### src/hw/audio_slot_defines.svh
// Register offsets, field positions and reset values of the audio slot
// control block. Definitions only; included by bare name.
`ifndef AUDIO_SLOT_DEFINES_SVH
`define AUDIO_SLOT_DEFINES_SVH

`define ADR_W          12
`define OFF_AUDIO_CFG  12'h0f4
`define OFF_CLK_CFG    12'h0f8
`define OFF_LEVEL      12'h140
`define OFF_IRQ_STAT   12'h144
`define OFF_IRQ_MASK   12'h148
`define OFF_DMA_EN     12'h14c

`define CFG_RESET      32'h0000_0000
`define ZERO_WORD      32'h0000_0000
`define ONE_WORD       32'h0000_0001

`define MODE_LSB       29
`define MODE_W         3
`define MODE_OFF       3'h0
`define PEAK_LSB       22
`define PEAK_W         7
`define WS0_CTRL_LSB   18
`define WS0_SYNC_LSB   16
`define WS_STRIDE      4
`define CLK1_LSB       27
`define CLK2_LSB       22
`define SRC_W          5

`define SRC_OWN        5'h00
`define SRC_OTHER      5'h01
`define SRC_MCLK       5'h02

`define IRQ_LEVEL      0
`define IRQ_START1     1
`define IRQ_START2     2
`define IRQ_APPLY      3
`define IRQ_W          4
`define DMA_W          4

`endif

### src/hw/audio_slot_pkg.sv
// Types shared by the audio slot control modules.
// Assumes nothing of its surroundings.
package audio_slot_pkg;

  typedef enum logic [1:0] {
    WS_HIZ      = 2'b00,
    WS_LIST_ONE = 2'b01,
    WS_LIST_TWO = 2'b10,
    WS_LOW      = 2'b11
  } ws_func_t;

  typedef enum logic [1:0] {
    TM_STEREO      = 2'b00,
    TM_SLOT        = 2'b01,
    TM_PRE_PULSE   = 2'b10,
    TM_FRAME_PULSE = 2'b11
  } ws_timing_t;

  typedef enum logic [1:0] {
    PORT_OFF  = 2'b00,
    PORT_WAIT = 2'b01,
    PORT_RUN  = 2'b10
  } port_state_t;

endpackage

### src/hw/bit_clock_if.sv
// Carries a bit clock source code to a generator and its bit tick back.
// Assumes both ends run on the same system clock.
`timescale 1ns/1ps
interface bit_clock_if;
  logic [4:0] source;
  logic       tick;
  modport ctl (output source, input tick);
  modport gen (input source, output tick);
endinterface

### src/hw/bit_clock_gen.sv
// Bit tick generator for one audio port: own pin, other pin, master clock
// or master clock divided. Pins are sampled synchronously to clk_i and
// must be well below half the system clock rate.
`timescale 1ns/1ps
module bit_clock_gen #(
  parameter bit PORT_TWO = 1'b0
) (
  input  wire logic clk_i,
  input  wire logic rst_i,
  input  wire logic bit_clock_pin_one_i,
  input  wire logic bit_clock_pin_two_i,
  input  wire logic audio_master_clock_i,
  bit_clock_if.gen  bc
);
  import audio_slot_pkg::*;
  `include "audio_slot_defines.svh"

  // Division ratio per source code; zero marks a non-divided or reserved code
  function automatic logic [8:0] div_of(input logic [4:0] code);
    case (code)
      5'h03:   div_of = 9'h002;
      5'h04:   div_of = 9'h003;
      5'h05:   div_of = 9'h004;
      5'h06:   div_of = 9'h006;
      5'h07:   div_of = 9'h008;
      5'h08:   div_of = 9'h00c;
      5'h09:   div_of = 9'h010;
      5'h0a:   div_of = 9'h018;
      5'h0b:   div_of = 9'h020;
      5'h0c:   div_of = 9'h030;
      5'h0d:   div_of = 9'h040;
      5'h0e:   div_of = 9'h060;
      5'h0f:   div_of = 9'h080;
      5'h10:   div_of = 9'h0c0;
      5'h11:   div_of = 9'h100;
      5'h12:   div_of = 9'h180;
      default: div_of = 9'h000;
    endcase
  endfunction

  logic       p1_q, p2_q, mc_q, tick_r;
  logic [8:0] cnt_r;
  logic [4:0] src_q;

  wire       p1_rise   = bit_clock_pin_one_i & ~p1_q;
  wire       p2_rise   = bit_clock_pin_two_i & ~p2_q;
  wire       mc_rise   = audio_master_clock_i & ~mc_q;
  wire       own_rise  = PORT_TWO ? p2_rise : p1_rise;
  wire       oth_rise  = PORT_TWO ? p1_rise : p2_rise;
  wire [8:0] div       = div_of(bc.source);
  wire       div_wrap  = mc_rise & (div != 9'h000) &
                         (cnt_r == div - 9'h001);
  // Reserved codes 13..1F leave the port without a bit clock
  wire       tick_nxt  = (bc.source == `SRC_OWN)   ? own_rise :
                         (bc.source == `SRC_OTHER) ? oth_rise :
                         (bc.source == `SRC_MCLK)  ? mc_rise  :
                         div_wrap;  // see
  // A new source restarts the divider so the first period is whole
  wire [8:0] cnt_nxt   = (src_q != bc.source || div_wrap) ? 9'h000 :
                         mc_rise ? cnt_r + 9'h001 : cnt_r;

  always_ff @(posedge clk_i) begin
    if (rst_i) begin
      p1_q   <= 1'b0;
      p2_q   <= 1'b0;
      mc_q   <= 1'b0;
      cnt_r  <= 9'h000;
      src_q  <= `SRC_OWN;
      tick_r <= 1'b0;
    end else begin
      p1_q   <= bit_clock_pin_one_i;
      p2_q   <= bit_clock_pin_two_i;
      mc_q   <= audio_master_clock_i;
      cnt_r  <= cnt_nxt;
      src_q  <= bc.source;
      tick_r <= tick_nxt;
    end
  end

  assign bc.tick = tick_r;
endmodule

### src/hw/audio_slot_serial_control.sv
// Control of two slot-list driven serial audio ports: level monitoring,
// word-select line timing, bit clock selection and buffered mode switch.
// Assumes a classic Wishbone master and an external slot-list engine
// that supplies slot marks, pointer resets and captured sample bytes.
//
// The Wishbone interface to the registers was left to the implementer.
`timescale 1ns/1ps
// Operation
// Compare magnitude of each sample's top byte with the peak limit.
// Peak limit is a seven-bit field, so values 0 to 127 only.
// One violation flag per slot record, 32 flags in one register.
// Comparison never stops; reading the flags returns and clears them.
// Function code picks hi-Z input, list one, list two or low output.
// Code 00: line changes one bit before slot start, whole slot long.
// Code 01: line follows the slot exactly from its first bit.
// Code 10: one-bit pulse just before slot start.
// Code 11: pulse at first bit, two bits long in superframe start.
// Source 00 own pin, 01 other port's pin, 02 master clock.
// Sources 03 to 12 divide the master clock; 13 and up reserved.
// Mode and line settings apply at protection address or when idle.
// An enabled port starts only at its next slot pointer reset.
// Disabling a DMA channel flushes its FIFO and rewinds pointers.
// Software enables output DMA before turning a port on.
// Software keeps slot lists, buffers and protection address consistent.
// Three-bit mode picks active lists; zero turns both ports off.
// Flags 0 to 15 belong to list one, 16 to 31 to list two.
module audio_slot_serial_control (
  input  wire logic        clk_i,
  input  wire logic        rst_i,
  input  wire logic [11:0] adr_i,
  input  wire logic [31:0] dat_i,
  output logic      [31:0] dat_o,
  input  wire logic [3:0]  sel_i,
  input  wire logic        we_i,
  input  wire logic        cyc_i,
  input  wire logic        stb_i,
  output logic             ack_o,
  output logic             irq_o,
  input  wire logic        bit_clock_pin_one_i,
  input  wire logic        bit_clock_pin_two_i,
  input  wire logic        audio_master_clock_i,
  input  wire logic [4:0]  word_select_i,
  output logic      [4:0]  word_select_o,
  output logic      [4:0]  word_select_oe_o,
  input  wire logic [1:0]  slot_next_msb_i,
  input  wire logic [1:0]  superframe_next_i,
  input  wire logic [4:0]  ws_mark_one_i,
  input  wire logic [4:0]  ws_mark_two_i,
  input  wire logic [1:0]  slot_pointer_reset_i,
  input  wire logic        protection_reached_i,
  input  wire logic        sample_valid_i,
  input  wire logic [4:0]  sample_record_i,
  input  wire logic [7:0]  sample_msb_byte_i,
  output logic      [1:0]  list_pointer_reset_o,
  output logic      [1:0]  port_active_o,
  output logic      [1:0]  bit_tick_o,
  output logic      [3:0]  dma_flush_o
);
  import audio_slot_pkg::*;
  `include "audio_slot_defines.svh"

  // Byte-lane merge of a Wishbone write into a register
  function automatic logic [31:0] merge(input logic [31:0] old_v,
                                        input logic [31:0] new_v,
                                        input logic [3:0]  lanes);
    for (int b = 0; b < 4; b++) begin
      merge[b*8 +: 8] = lanes[b] ? new_v[b*8 +: 8] : old_v[b*8 +: 8];
    end
  endfunction

  // Which ports a mode turns on; port 0 is port one
  function automatic logic port_on(input logic [2:0] mode,
                                   input int         port);
    if (port == 0) begin
      port_on = (mode != 3'h0) && (mode != 3'h2);
    end else begin
      port_on = (mode != 3'h0) && (mode != 3'h1);
    end
  endfunction

  logic [31:0]          cfg_sh_r, cfg_wk_r, clk_cfg_r, level_r, dat_r;
  logic [`IRQ_W-1:0]    stat_r, mask_r;
  logic [`DMA_W-1:0]    dma_en_r, flush_r;
  logic                 ack_r, irq_r;
  logic [1:0]           lrst_r, act_r, msb_r, sf_cur_r;
  logic [4:0]           mark_cur_r [2];
  logic [4:0]           ws_in_q, ws_r, hold_r, wso_r, wsoe_r;
  port_state_t          st_r [2];
  port_state_t          st_nxt [2];
  logic [1:0]           start_ev;

  // Wishbone slave: every access, mapped or not, is answered one cycle on
  wire req     = cyc_i & stb_i & ~ack_r;
  wire wr      = req & we_i;
  wire rd      = req & ~we_i;
  wire hit_cfg = (adr_i == `OFF_AUDIO_CFG);
  wire hit_clk = (adr_i == `OFF_CLK_CFG);
  wire hit_lvl = (adr_i == `OFF_LEVEL);
  wire hit_st  = (adr_i == `OFF_IRQ_STAT);
  wire hit_msk = (adr_i == `OFF_IRQ_MASK);
  wire hit_dma = (adr_i == `OFF_DMA_EN);

  wire [31:0] rdata =
    hit_cfg ? cfg_sh_r :
    hit_clk ? clk_cfg_r :
    hit_lvl ? level_r :
    hit_st  ? {{(32-`IRQ_W){1'b0}}, stat_r} :
    hit_msk ? {{(32-`IRQ_W){1'b0}}, mask_r} :
    hit_dma ? {{(32-`DMA_W){1'b0}}, dma_en_r} : `ZERO_WORD;

  wire [31:0] cfg_sh_nxt = (wr & hit_cfg) ?
                           merge(cfg_sh_r, dat_i, sel_i) : cfg_sh_r;
  wire [31:0] clk_nxt    = (wr & hit_clk) ?
                           merge(clk_cfg_r, dat_i, sel_i) : clk_cfg_r;
  wire [31:0] msk_word   = merge({{(32-`IRQ_W){1'b0}}, mask_r}, dat_i, sel_i);
  wire [31:0] dma_word   = merge({{(32-`DMA_W){1'b0}}, dma_en_r}, dat_i,
                                 sel_i);
  wire [`IRQ_W-1:0] mask_nxt = (wr & hit_msk) ? msk_word[`IRQ_W-1:0] : mask_r;
  wire [`DMA_W-1:0] dma_nxt  = (wr & hit_dma) ? dma_word[`DMA_W-1:0]
                                              : dma_en_r;
  // A falling enable bit gives the channel a one-cycle flush strobe
  wire [`DMA_W-1:0] flush_nxt = dma_en_r & ~dma_nxt;

  // Level monitor; the seven-bit field cannot hold 128
  wire [`PEAK_W-1:0] peak = cfg_sh_r[`PEAK_LSB +: `PEAK_W];
  wire [7:0]  mag      = sample_msb_byte_i[7] ?
                         (~sample_msb_byte_i + 8'h01) : sample_msb_byte_i;
  wire        exceed   = sample_valid_i & (mag > {1'b0, peak});
  // Record index 0..15 is list one, 16..31 list two
  wire [31:0] lvl_set  = exceed ? (`ONE_WORD << sample_record_i)
                                : `ZERO_WORD;
  // A violation in the reading cycle survives the clear
  wire [31:0] level_nxt = ((rd & hit_lvl) ? `ZERO_WORD : level_r) |
                          lvl_set;  // see

  // Shadowed settings reach the working copy at the protection address
  // or at once while both ports are off
  wire [2:0] mode_wk = cfg_wk_r[`MODE_LSB +: `MODE_W];
  wire       apply   = protection_reached_i |
                       (mode_wk == `MODE_OFF);
  wire       applied = apply & (cfg_wk_r != cfg_sh_r);
  wire [31:0] cfg_wk_nxt = apply ? cfg_sh_r : cfg_wk_r;

  wire [`IRQ_W-1:0] ev = {applied, start_ev[1], start_ev[0], |lvl_set};
  wire [`IRQ_W-1:0] stat_nxt = ((rd & hit_st) ? {`IRQ_W{1'b0}} : stat_r) |
                               ev;
  wire              irq_nxt  = |(stat_nxt & mask_nxt);

  // Bit clock generators, one per port
  bit_clock_if bc_one ();
  bit_clock_if bc_two ();
  assign bc_one.source = clk_cfg_r[`CLK1_LSB +: `SRC_W];
  assign bc_two.source = clk_cfg_r[`CLK2_LSB +: `SRC_W];

  bit_clock_gen #(.PORT_TWO(1'b0)) u_bclk_one (
    .clk_i                (clk_i),
    .rst_i                (rst_i),
    .bit_clock_pin_one_i  (bit_clock_pin_one_i),
    .bit_clock_pin_two_i  (bit_clock_pin_two_i),
    .audio_master_clock_i (audio_master_clock_i),
    .bc                   (bc_one.gen)
  );

  bit_clock_gen #(.PORT_TWO(1'b1)) u_bclk_two (
    .clk_i                (clk_i),
    .rst_i                (rst_i),
    .bit_clock_pin_one_i  (bit_clock_pin_one_i),
    .bit_clock_pin_two_i  (bit_clock_pin_two_i),
    .audio_master_clock_i (audio_master_clock_i),
    .bc                   (bc_two.gen)
  );

  wire [1:0] tick = {bc_two.tick, bc_one.tick};
  assign bit_tick_o = tick;

  // Pointer resets: slot engine or a rising edge on input-mode line 0 (list one) or line 4 (list two)
  wire [1:0] ws_func0 = cfg_wk_r[`WS0_CTRL_LSB +: 2];
  wire [1:0] ws_func4 = cfg_wk_r[`WS0_CTRL_LSB - 4*`WS_STRIDE +: 2];
  wire rise0 = word_select_i[0] & ~ws_in_q[0] & (ws_func0 == WS_HIZ);
  wire rise4 = word_select_i[4] & ~ws_in_q[4] & (ws_func4 == WS_HIZ);
  wire [1:0] lrst = slot_pointer_reset_i | {rise4, rise0};
  // Locked modes run port two from the list-one pointer
  wire [1:0] port_rst = {mode_wk[2] ? lrst[0] : lrst[1], lrst[0]};

  generate
    for (genvar p = 0; p < 2; p++) begin : g_port
      wire en = port_on(mode_wk, p);
      always_comb begin
        st_nxt[p]   = st_r[p];
        start_ev[p] = 1'b0;
        case (st_r[p])
          PORT_OFF: begin
            if (en) begin
              st_nxt[p] = PORT_WAIT;
            end
          end
          PORT_WAIT: begin
            if (!en) begin
              st_nxt[p] = PORT_OFF;
            end else if (port_rst[p]) begin
              st_nxt[p]   = PORT_RUN;
              start_ev[p] = 1'b1;
            end
          end
          PORT_RUN: begin
            if (!en) begin
              st_nxt[p] = PORT_OFF;
            end
          end
          default: st_nxt[p] = PORT_OFF;
        endcase
      end

      wire run_l = (st_r[p] == PORT_RUN);
      wire [4:0] mark_nxt = (p == 0) ? ws_mark_one_i : ws_mark_two_i;
      always_ff @(posedge clk_i) begin
        if (rst_i) begin
          st_r[p]       <= PORT_OFF;
          act_r[p]      <= 1'b0;
          msb_r[p]      <= 1'b0;
          sf_cur_r[p]   <= 1'b0;
          mark_cur_r[p] <= 5'h00;
        end else begin
          st_r[p]  <= st_nxt[p];
          act_r[p] <= (st_nxt[p] == PORT_RUN);
          if (tick[p] && run_l) begin
            msb_r[p] <= slot_next_msb_i[p];
            if (slot_next_msb_i[p]) begin
              mark_cur_r[p] <= mark_nxt;
              sf_cur_r[p]   <= superframe_next_i[p];
            end
          end
        end
      end
    end

    for (genvar k = 0; k < 5; k++) begin : g_ws
      wire [1:0]  func = cfg_wk_r[`WS0_CTRL_LSB - k*`WS_STRIDE +: 2];
      wire [1:0]  tmg  = cfg_wk_r[`WS0_SYNC_LSB - k*`WS_STRIDE +: 2];
      wire        l    = (func == WS_LIST_TWO);
      wire        on   = (func == WS_LIST_ONE) || (func == WS_LIST_TWO);
      wire        run  = on && (st_r[l] == PORT_RUN);
      wire        pre  = slot_next_msb_i[l];
      wire        msb  = msb_r[l];
      wire        mnx  = l ? ws_mark_two_i[k] : ws_mark_one_i[k];
      wire        mcur = mark_cur_r[l][k];
      // Next level of the line on a bit tick, per timing code
      wire ws_step =
        (tmg == TM_STEREO)    ? (pre ? mnx : ws_r[k]) :
        (tmg == TM_SLOT)      ? (msb ? mcur : ws_r[k]) :
        (tmg == TM_PRE_PULSE) ? (pre & mnx) :
        (msb ? mcur : (hold_r[k] & ws_r[k]));
      wire hold_step = (tmg == TM_FRAME_PULSE) & msb & mcur & sf_cur_r[l];
      // Outputs: code 11 drives a constant low, code 00 releases the pin
      wire out_nxt = run & ws_r[k];
      wire oe_nxt  = (func != WS_HIZ);

      always_ff @(posedge clk_i) begin
        if (rst_i) begin
          ws_r[k]   <= 1'b0;
          hold_r[k] <= 1'b0;
          wso_r[k]  <= 1'b0;
          wsoe_r[k] <= 1'b0;
        end else begin
          if (!run) begin
            ws_r[k]   <= 1'b0;
            hold_r[k] <= 1'b0;
          end else if (tick[l]) begin
            ws_r[k]   <= ws_step;
            hold_r[k] <= hold_step;
          end
          wso_r[k]  <= out_nxt;
          wsoe_r[k] <= oe_nxt;
        end
      end
    end
  endgenerate

  always_ff @(posedge clk_i) begin
    if (rst_i) begin
      cfg_sh_r  <= `CFG_RESET;
      cfg_wk_r  <= `CFG_RESET;
      clk_cfg_r <= `CFG_RESET;
      level_r   <= `ZERO_WORD;
      stat_r    <= {`IRQ_W{1'b0}};
      mask_r    <= {`IRQ_W{1'b0}};
      dma_en_r  <= {`DMA_W{1'b0}};
      flush_r   <= {`DMA_W{1'b0}};
      ack_r     <= 1'b0;
      dat_r     <= `ZERO_WORD;
      irq_r     <= 1'b0;
      ws_in_q   <= 5'h00;
      lrst_r    <= 2'b00;
    end else begin
      cfg_sh_r  <= cfg_sh_nxt;
      cfg_wk_r  <= cfg_wk_nxt;
      clk_cfg_r <= clk_nxt;
      level_r   <= level_nxt;
      stat_r    <= stat_nxt;
      mask_r    <= mask_nxt;
      dma_en_r  <= dma_nxt;
      flush_r   <= flush_nxt;
      ack_r     <= req;
      dat_r     <= rd ? rdata : `ZERO_WORD;
      irq_r     <= irq_nxt;
      ws_in_q   <= word_select_i;
      lrst_r    <= lrst;
    end
  end

  assign dat_o                = dat_r;
  assign ack_o                = ack_r;
  assign irq_o                = irq_r;
  assign word_select_o        = wso_r;
  assign word_select_oe_o     = wsoe_r;
  assign list_pointer_reset_o = lrst_r;
  assign port_active_o        = act_r;
  assign dma_flush_o          = flush_r;
endmodule

### config.mk
export PLATFORM = sky130hd
export DESIGN_NAME = audio_slot_serial_control
export DESIGN_NICKNAME = d
export VERILOG_FILES = /design/src/hw/audio_slot_pkg.sv /design/src/hw/bit_clock_if.sv /design/src/hw/bit_clock_gen.sv /design/src/hw/audio_slot_serial_control.sv
export VERILOG_INCLUDE_DIRS = /design/src /design/src/hw
export SDC_FILE = /design/constraint.sdc
export NUM_CORES = 1
export LEC_CHECK = 0
export ABC_AREA = 1
export CORE_ASPECT_RATIO = 0.7
export CORE_MARGIN = 1
export CORE_UTILIZATION = 61
export DETAILED_ROUTE_END_ITERATION = 8
export DONT_BUFFER_PORTS = 1
export GPL_TIMING_DRIVEN = 0
export PLACE_DENSITY = 0.85
export SYNTH_ARGS = -nofsm -noshare
export SYNTH_HDL_FRONTEND = slang
export SYNTH_SLANG_ARGS = --single-unit
### constraint.sdc
create_clock -name clk_i -period 4.5 [get_ports clk_i]
set_input_delay 0.225 -clock clk_i [delete_from_list [all_inputs] [get_ports clk_i]]
set_output_delay 0.225 -clock clk_i [all_outputs]
set_load 0.03 [all_outputs]
==> flow_summary.yaml <==
status:
  status: "finished, final reports clean"
clock_tree:
  ctsHoldBuffers: 55
  root_buffer: "clkbuf_16"
  insertion_delay_ps: 520
  cts-resized-gates: 0
  clk_path_buf_depth: 3
  h-tree-depth: 1
  cts_buffers: 25
  clkSlewWorstSetupHoldPaths_ps: 70
  cts_tree: "done"
  post_cts_buffers: 0
  cts_sinks: 264
logic_synthesis:
  synth_compound_area_frac: 0.193
  syn_inst: 1703
  ys_ff_latch: 264
  synth_edf_count: 10
  async_flop_share: 0
  synth_top_area_frac: 0.408
  yosys.area.top_type: "dfxtp_1"
  synth_nets: 1823
  synthMuxAreaShare: 0
  netlist_area_um2: 12500
  synth_cell_type_count: 48
  synth_top_family_by_area: "simple AND/OR/NAND/NOR gates"
  yosysSeqAreaShare: 0.432
  syn_avg_cell_area_um2: 7.31
  synth_xor_area_frac: 0.0267
  synth_adder_area_share: 0.0281
  synth_area_leaders: "dfxtp_1 41%, nand2_1 8.1%, a21oi_1 7.9%"
  synth-simple-area-share: 0.220
  ys_warn_count: 0
  synth_flop_cell: "dfxtp_1"
finish:
  drive_gt1_frac: 0.0494
  antenna_cells: 0
  final_util: 0.713
  regArea_um2: 5390
  fin_area_um2: 14200
  syn2layout_area_growth_pct: 14.0
  layout.nets: 1905
  n_fill_cell: 1588
  multi_input_area_um2: 5820
worst_setup_path:
  r2r_start: "clk_cfg_r[22]$_SDFFE_PP0P_"
  required_ps: 4940
  crit_path_start: "stb_i"
  worst-path-buf-inv: 4
  r2r_cells: 17
  critPathCapture: "u_bclk_one.div[6]$_DFF_P_"
  cpPeakStageDelay_ps: 550
  worstReg2RegEnd: "u_bclk_two.bc.tick$_SDFF_PP0_"
  endpoint_kind: "flop"
  reg2reg_slack_ps: 1730
  start_kind: "primary input"
  cp.arrival_ps: 3300
  critPathSlowestCell: "dlygate4sd3_1"
  path_cells: "dlygate4sd3_1 > nand2_1 > dlygate4sd3_1 > nor2_1 > nand2_1 > nor2_4 > nand2_4 > buf_6 > nand2_1 > nand2_1 > nor2_1 > inv_1 > ha_1 > nand2_1 > o22ai_1"
  cp_max_fo: 10
  cpLargestDelayFamily: "buffers and inverters"
  crit_top_cell: "nand2_1"
  crit_type: "primary input to flop"
  crit_cells: 15
drt:
  firstDrtPassIters: 6
  wirelength_um: 37800
  num_vias: 12400
  wl_per_cell_um: 18.2
  viasPerCell: 5.98
  antenna_left: 0
  drc_errors: 0
  drt_iter0_drc: 1615
place:
  numPortBuffers: 0
  gp_congestion: 0.983
  dpl_cell_area_um2: 12800
  dp.final_hpwl_um: 27400
sta:
  slew_violations: 0
  fin_crit_ps: 2860
  rsz0062_at_grt: "false"
  fin_skew_ps: 7.76
  setup_viol: 0
  max_slew_margin: 0.437
  finalHoldViolCount: 0
  timing.fmax_mhz: 350
  fin_tns_setup_ps: 0
  fin_crit_sh: 0.636
  tightestPinTransition_ps: 844
grt:
  top_usage_layer: "met2"
  grt_pass1_wl_um: 58300
  met1_usage: 0.508
  grt_pass1_vias: 11100
  grt_max_degree: 16
  grt_overflow_total: 0
  antenna_found_initial: 0
  grt.total_usage: 0.349
  grt_use_met2: 0.520
  met3_usage: 0.0827
die:
  dieWidth_um: 173
  die_h_um: 122
  initial_core_util: 0.626
  die_area_um2: 21000
  core_um2: 19900
  pin_count: 146
  core.rowCount: 43
pwr:
  p_per_area_nw_per_um2: 341
  power_leakage_nw: 5.91
  ir_drop_v: 0.000317
run:
  maxCapViolations: 0
hold_path:
  hold_depth: 4
  hp-class: "primary input to flop"
  hp-start: "dat_i[27]"
-- per-stage QoR --
step	hold slack [ps]	instances	setup slack, ps	power, mW
floorplan	302	1703	2280	2.57
global placement	339	1973	1870	2.62
detailed placement	334	1973	1680	2.63
CTS	6.05	2073	1740	4.83
global route	57.1	2073	1550	4.97
finish	32.5	2073	1640	4.84
-- cell type report --
| class | count | share of cell area |
|---|---|---|
| multi-input cells | 1114 | 0.410 |
| flip-flops and latches | 264 | 0.379 |
| inverters | 255 | 0.0674 |
| clock buffers | 34 | 0.0507 |
| repair buffers | 55 | 0.0388 |
| well taps | 270 | 0.0238 |
| plain buffers | 70 | 0.0204 |
| clock inverters | 11 | 0.00952 |
-- cells by family (layout without fill, tap and decap cells) --
| logic type | count (synthesis) | in the layout |
|---|---|---|
| AOI/OAI and AO/OA | 438 | 438 |
| DFF | 264 | 264 |
| and+or+nand+nor | 610 | 610 |
| xor gates and xnor gates | 38 | 38 |
| adders and majority gates | 28 | 28 |
| buffers and inverters | 325 | 425 |
-- worst min-delay path by stage --
stage,slack [ps],to
after floorplan,300,dma_flush_o[3]$_SDFF_PP0_
after global placement,340,dma_flush_o[3]$_SDFF_PP0_
after detailed placement,330,dma_flush_o[3]$_SDFF_PP0_
after CTS,6,clk_cfg_r[27]$_SDFFE_PP0P_
after global routing,60,clk_cfg_r[27]$_SDFFE_PP0P_
final,30,clk_cfg_r[27]$_SDFFE_PP0P_
-- synth_stat cells, types with 3 or more instances --
cell type / instances
nand2_1: 268
dfxtp_1: 254
inv_1: 249
a21oi_1: 196
nor2_1: 158
o21ai_0: 158
nand4_1: 63
clkbuf_1: 61
nand3_1: 47
o211ai_1: 37
xor2_1: 30
ha_1: 28
nor3_1: 21
o22ai_1: 17
edfxtp_1: 10
nor2_2: 10
nor4_1: 10
nand2_2: 9
xnor2_1: 8
nor2_4: 6
a2111o_1: 5
o21bai_1: 5
a211oi_1: 4
a31oi_1: 4
inv_2: 4
nand3b_1: 4
buf_2: 3
-- tightest hold or removal path: cells and delay by family --
kind | cells | cell delay [ps]
buffers and inverters | 1 | 70
and+or+nand+nor | 3 | 230
-- flip-flops by register name, summed over array words and instances, names as in the netlist, 9 cells and up --
name,count
u_bclk_one.cnt_r,9
u_bclk_two.cnt_r,9
cfg_wk_r,32
level_r,32
clk_cfg_r,32
mark_cur_r,10
dat_o,32
cfg_sh_r,32
u_bclk_one.div,9
-- where the power goes --
part	total [mW]	switching, mW	leakage [nW]	internal [mW]
combinational	0.257	0.171	3.33	0.0868
clock	2.21	0.916	0.421	1.29
sequential	2.38	0.0144	2.15	2.37
total	4.84	1.10	5.91	3.74
-- routing by layer --
layer	routed length, um	vias up
met5	0	-
met3	4830	79
li1	-	5800
met1	16400	5715
met4	849	0
met2	15700	796
-- cells in the final DEF (no fill, tap or decap), types with 17 or more instances in the layout --
master | netlist | layout
o22ai_1 | 17 | 17
nor2_1 | 158 | 158
nand4_1 | 63 | 63
clkbuf_1 | 61 | 64
nand3_1 | 47 | 47
xor2_1 | 30 | 30
dlygate4sd3_1 | 0 | 55
dfxtp_1 | 254 | 254
inv_1 | 249 | 249
nand2_1 | 268 | 268
nor3_1 | 21 | 21
clkbuf_16 | 0 | 25
ha_1 | 28 | 28
a21oi_1 | 196 | 196
o211ai_1 | 37 | 37
o21ai_0 | 158 | 158
Power figures use the tool's default switching activity.
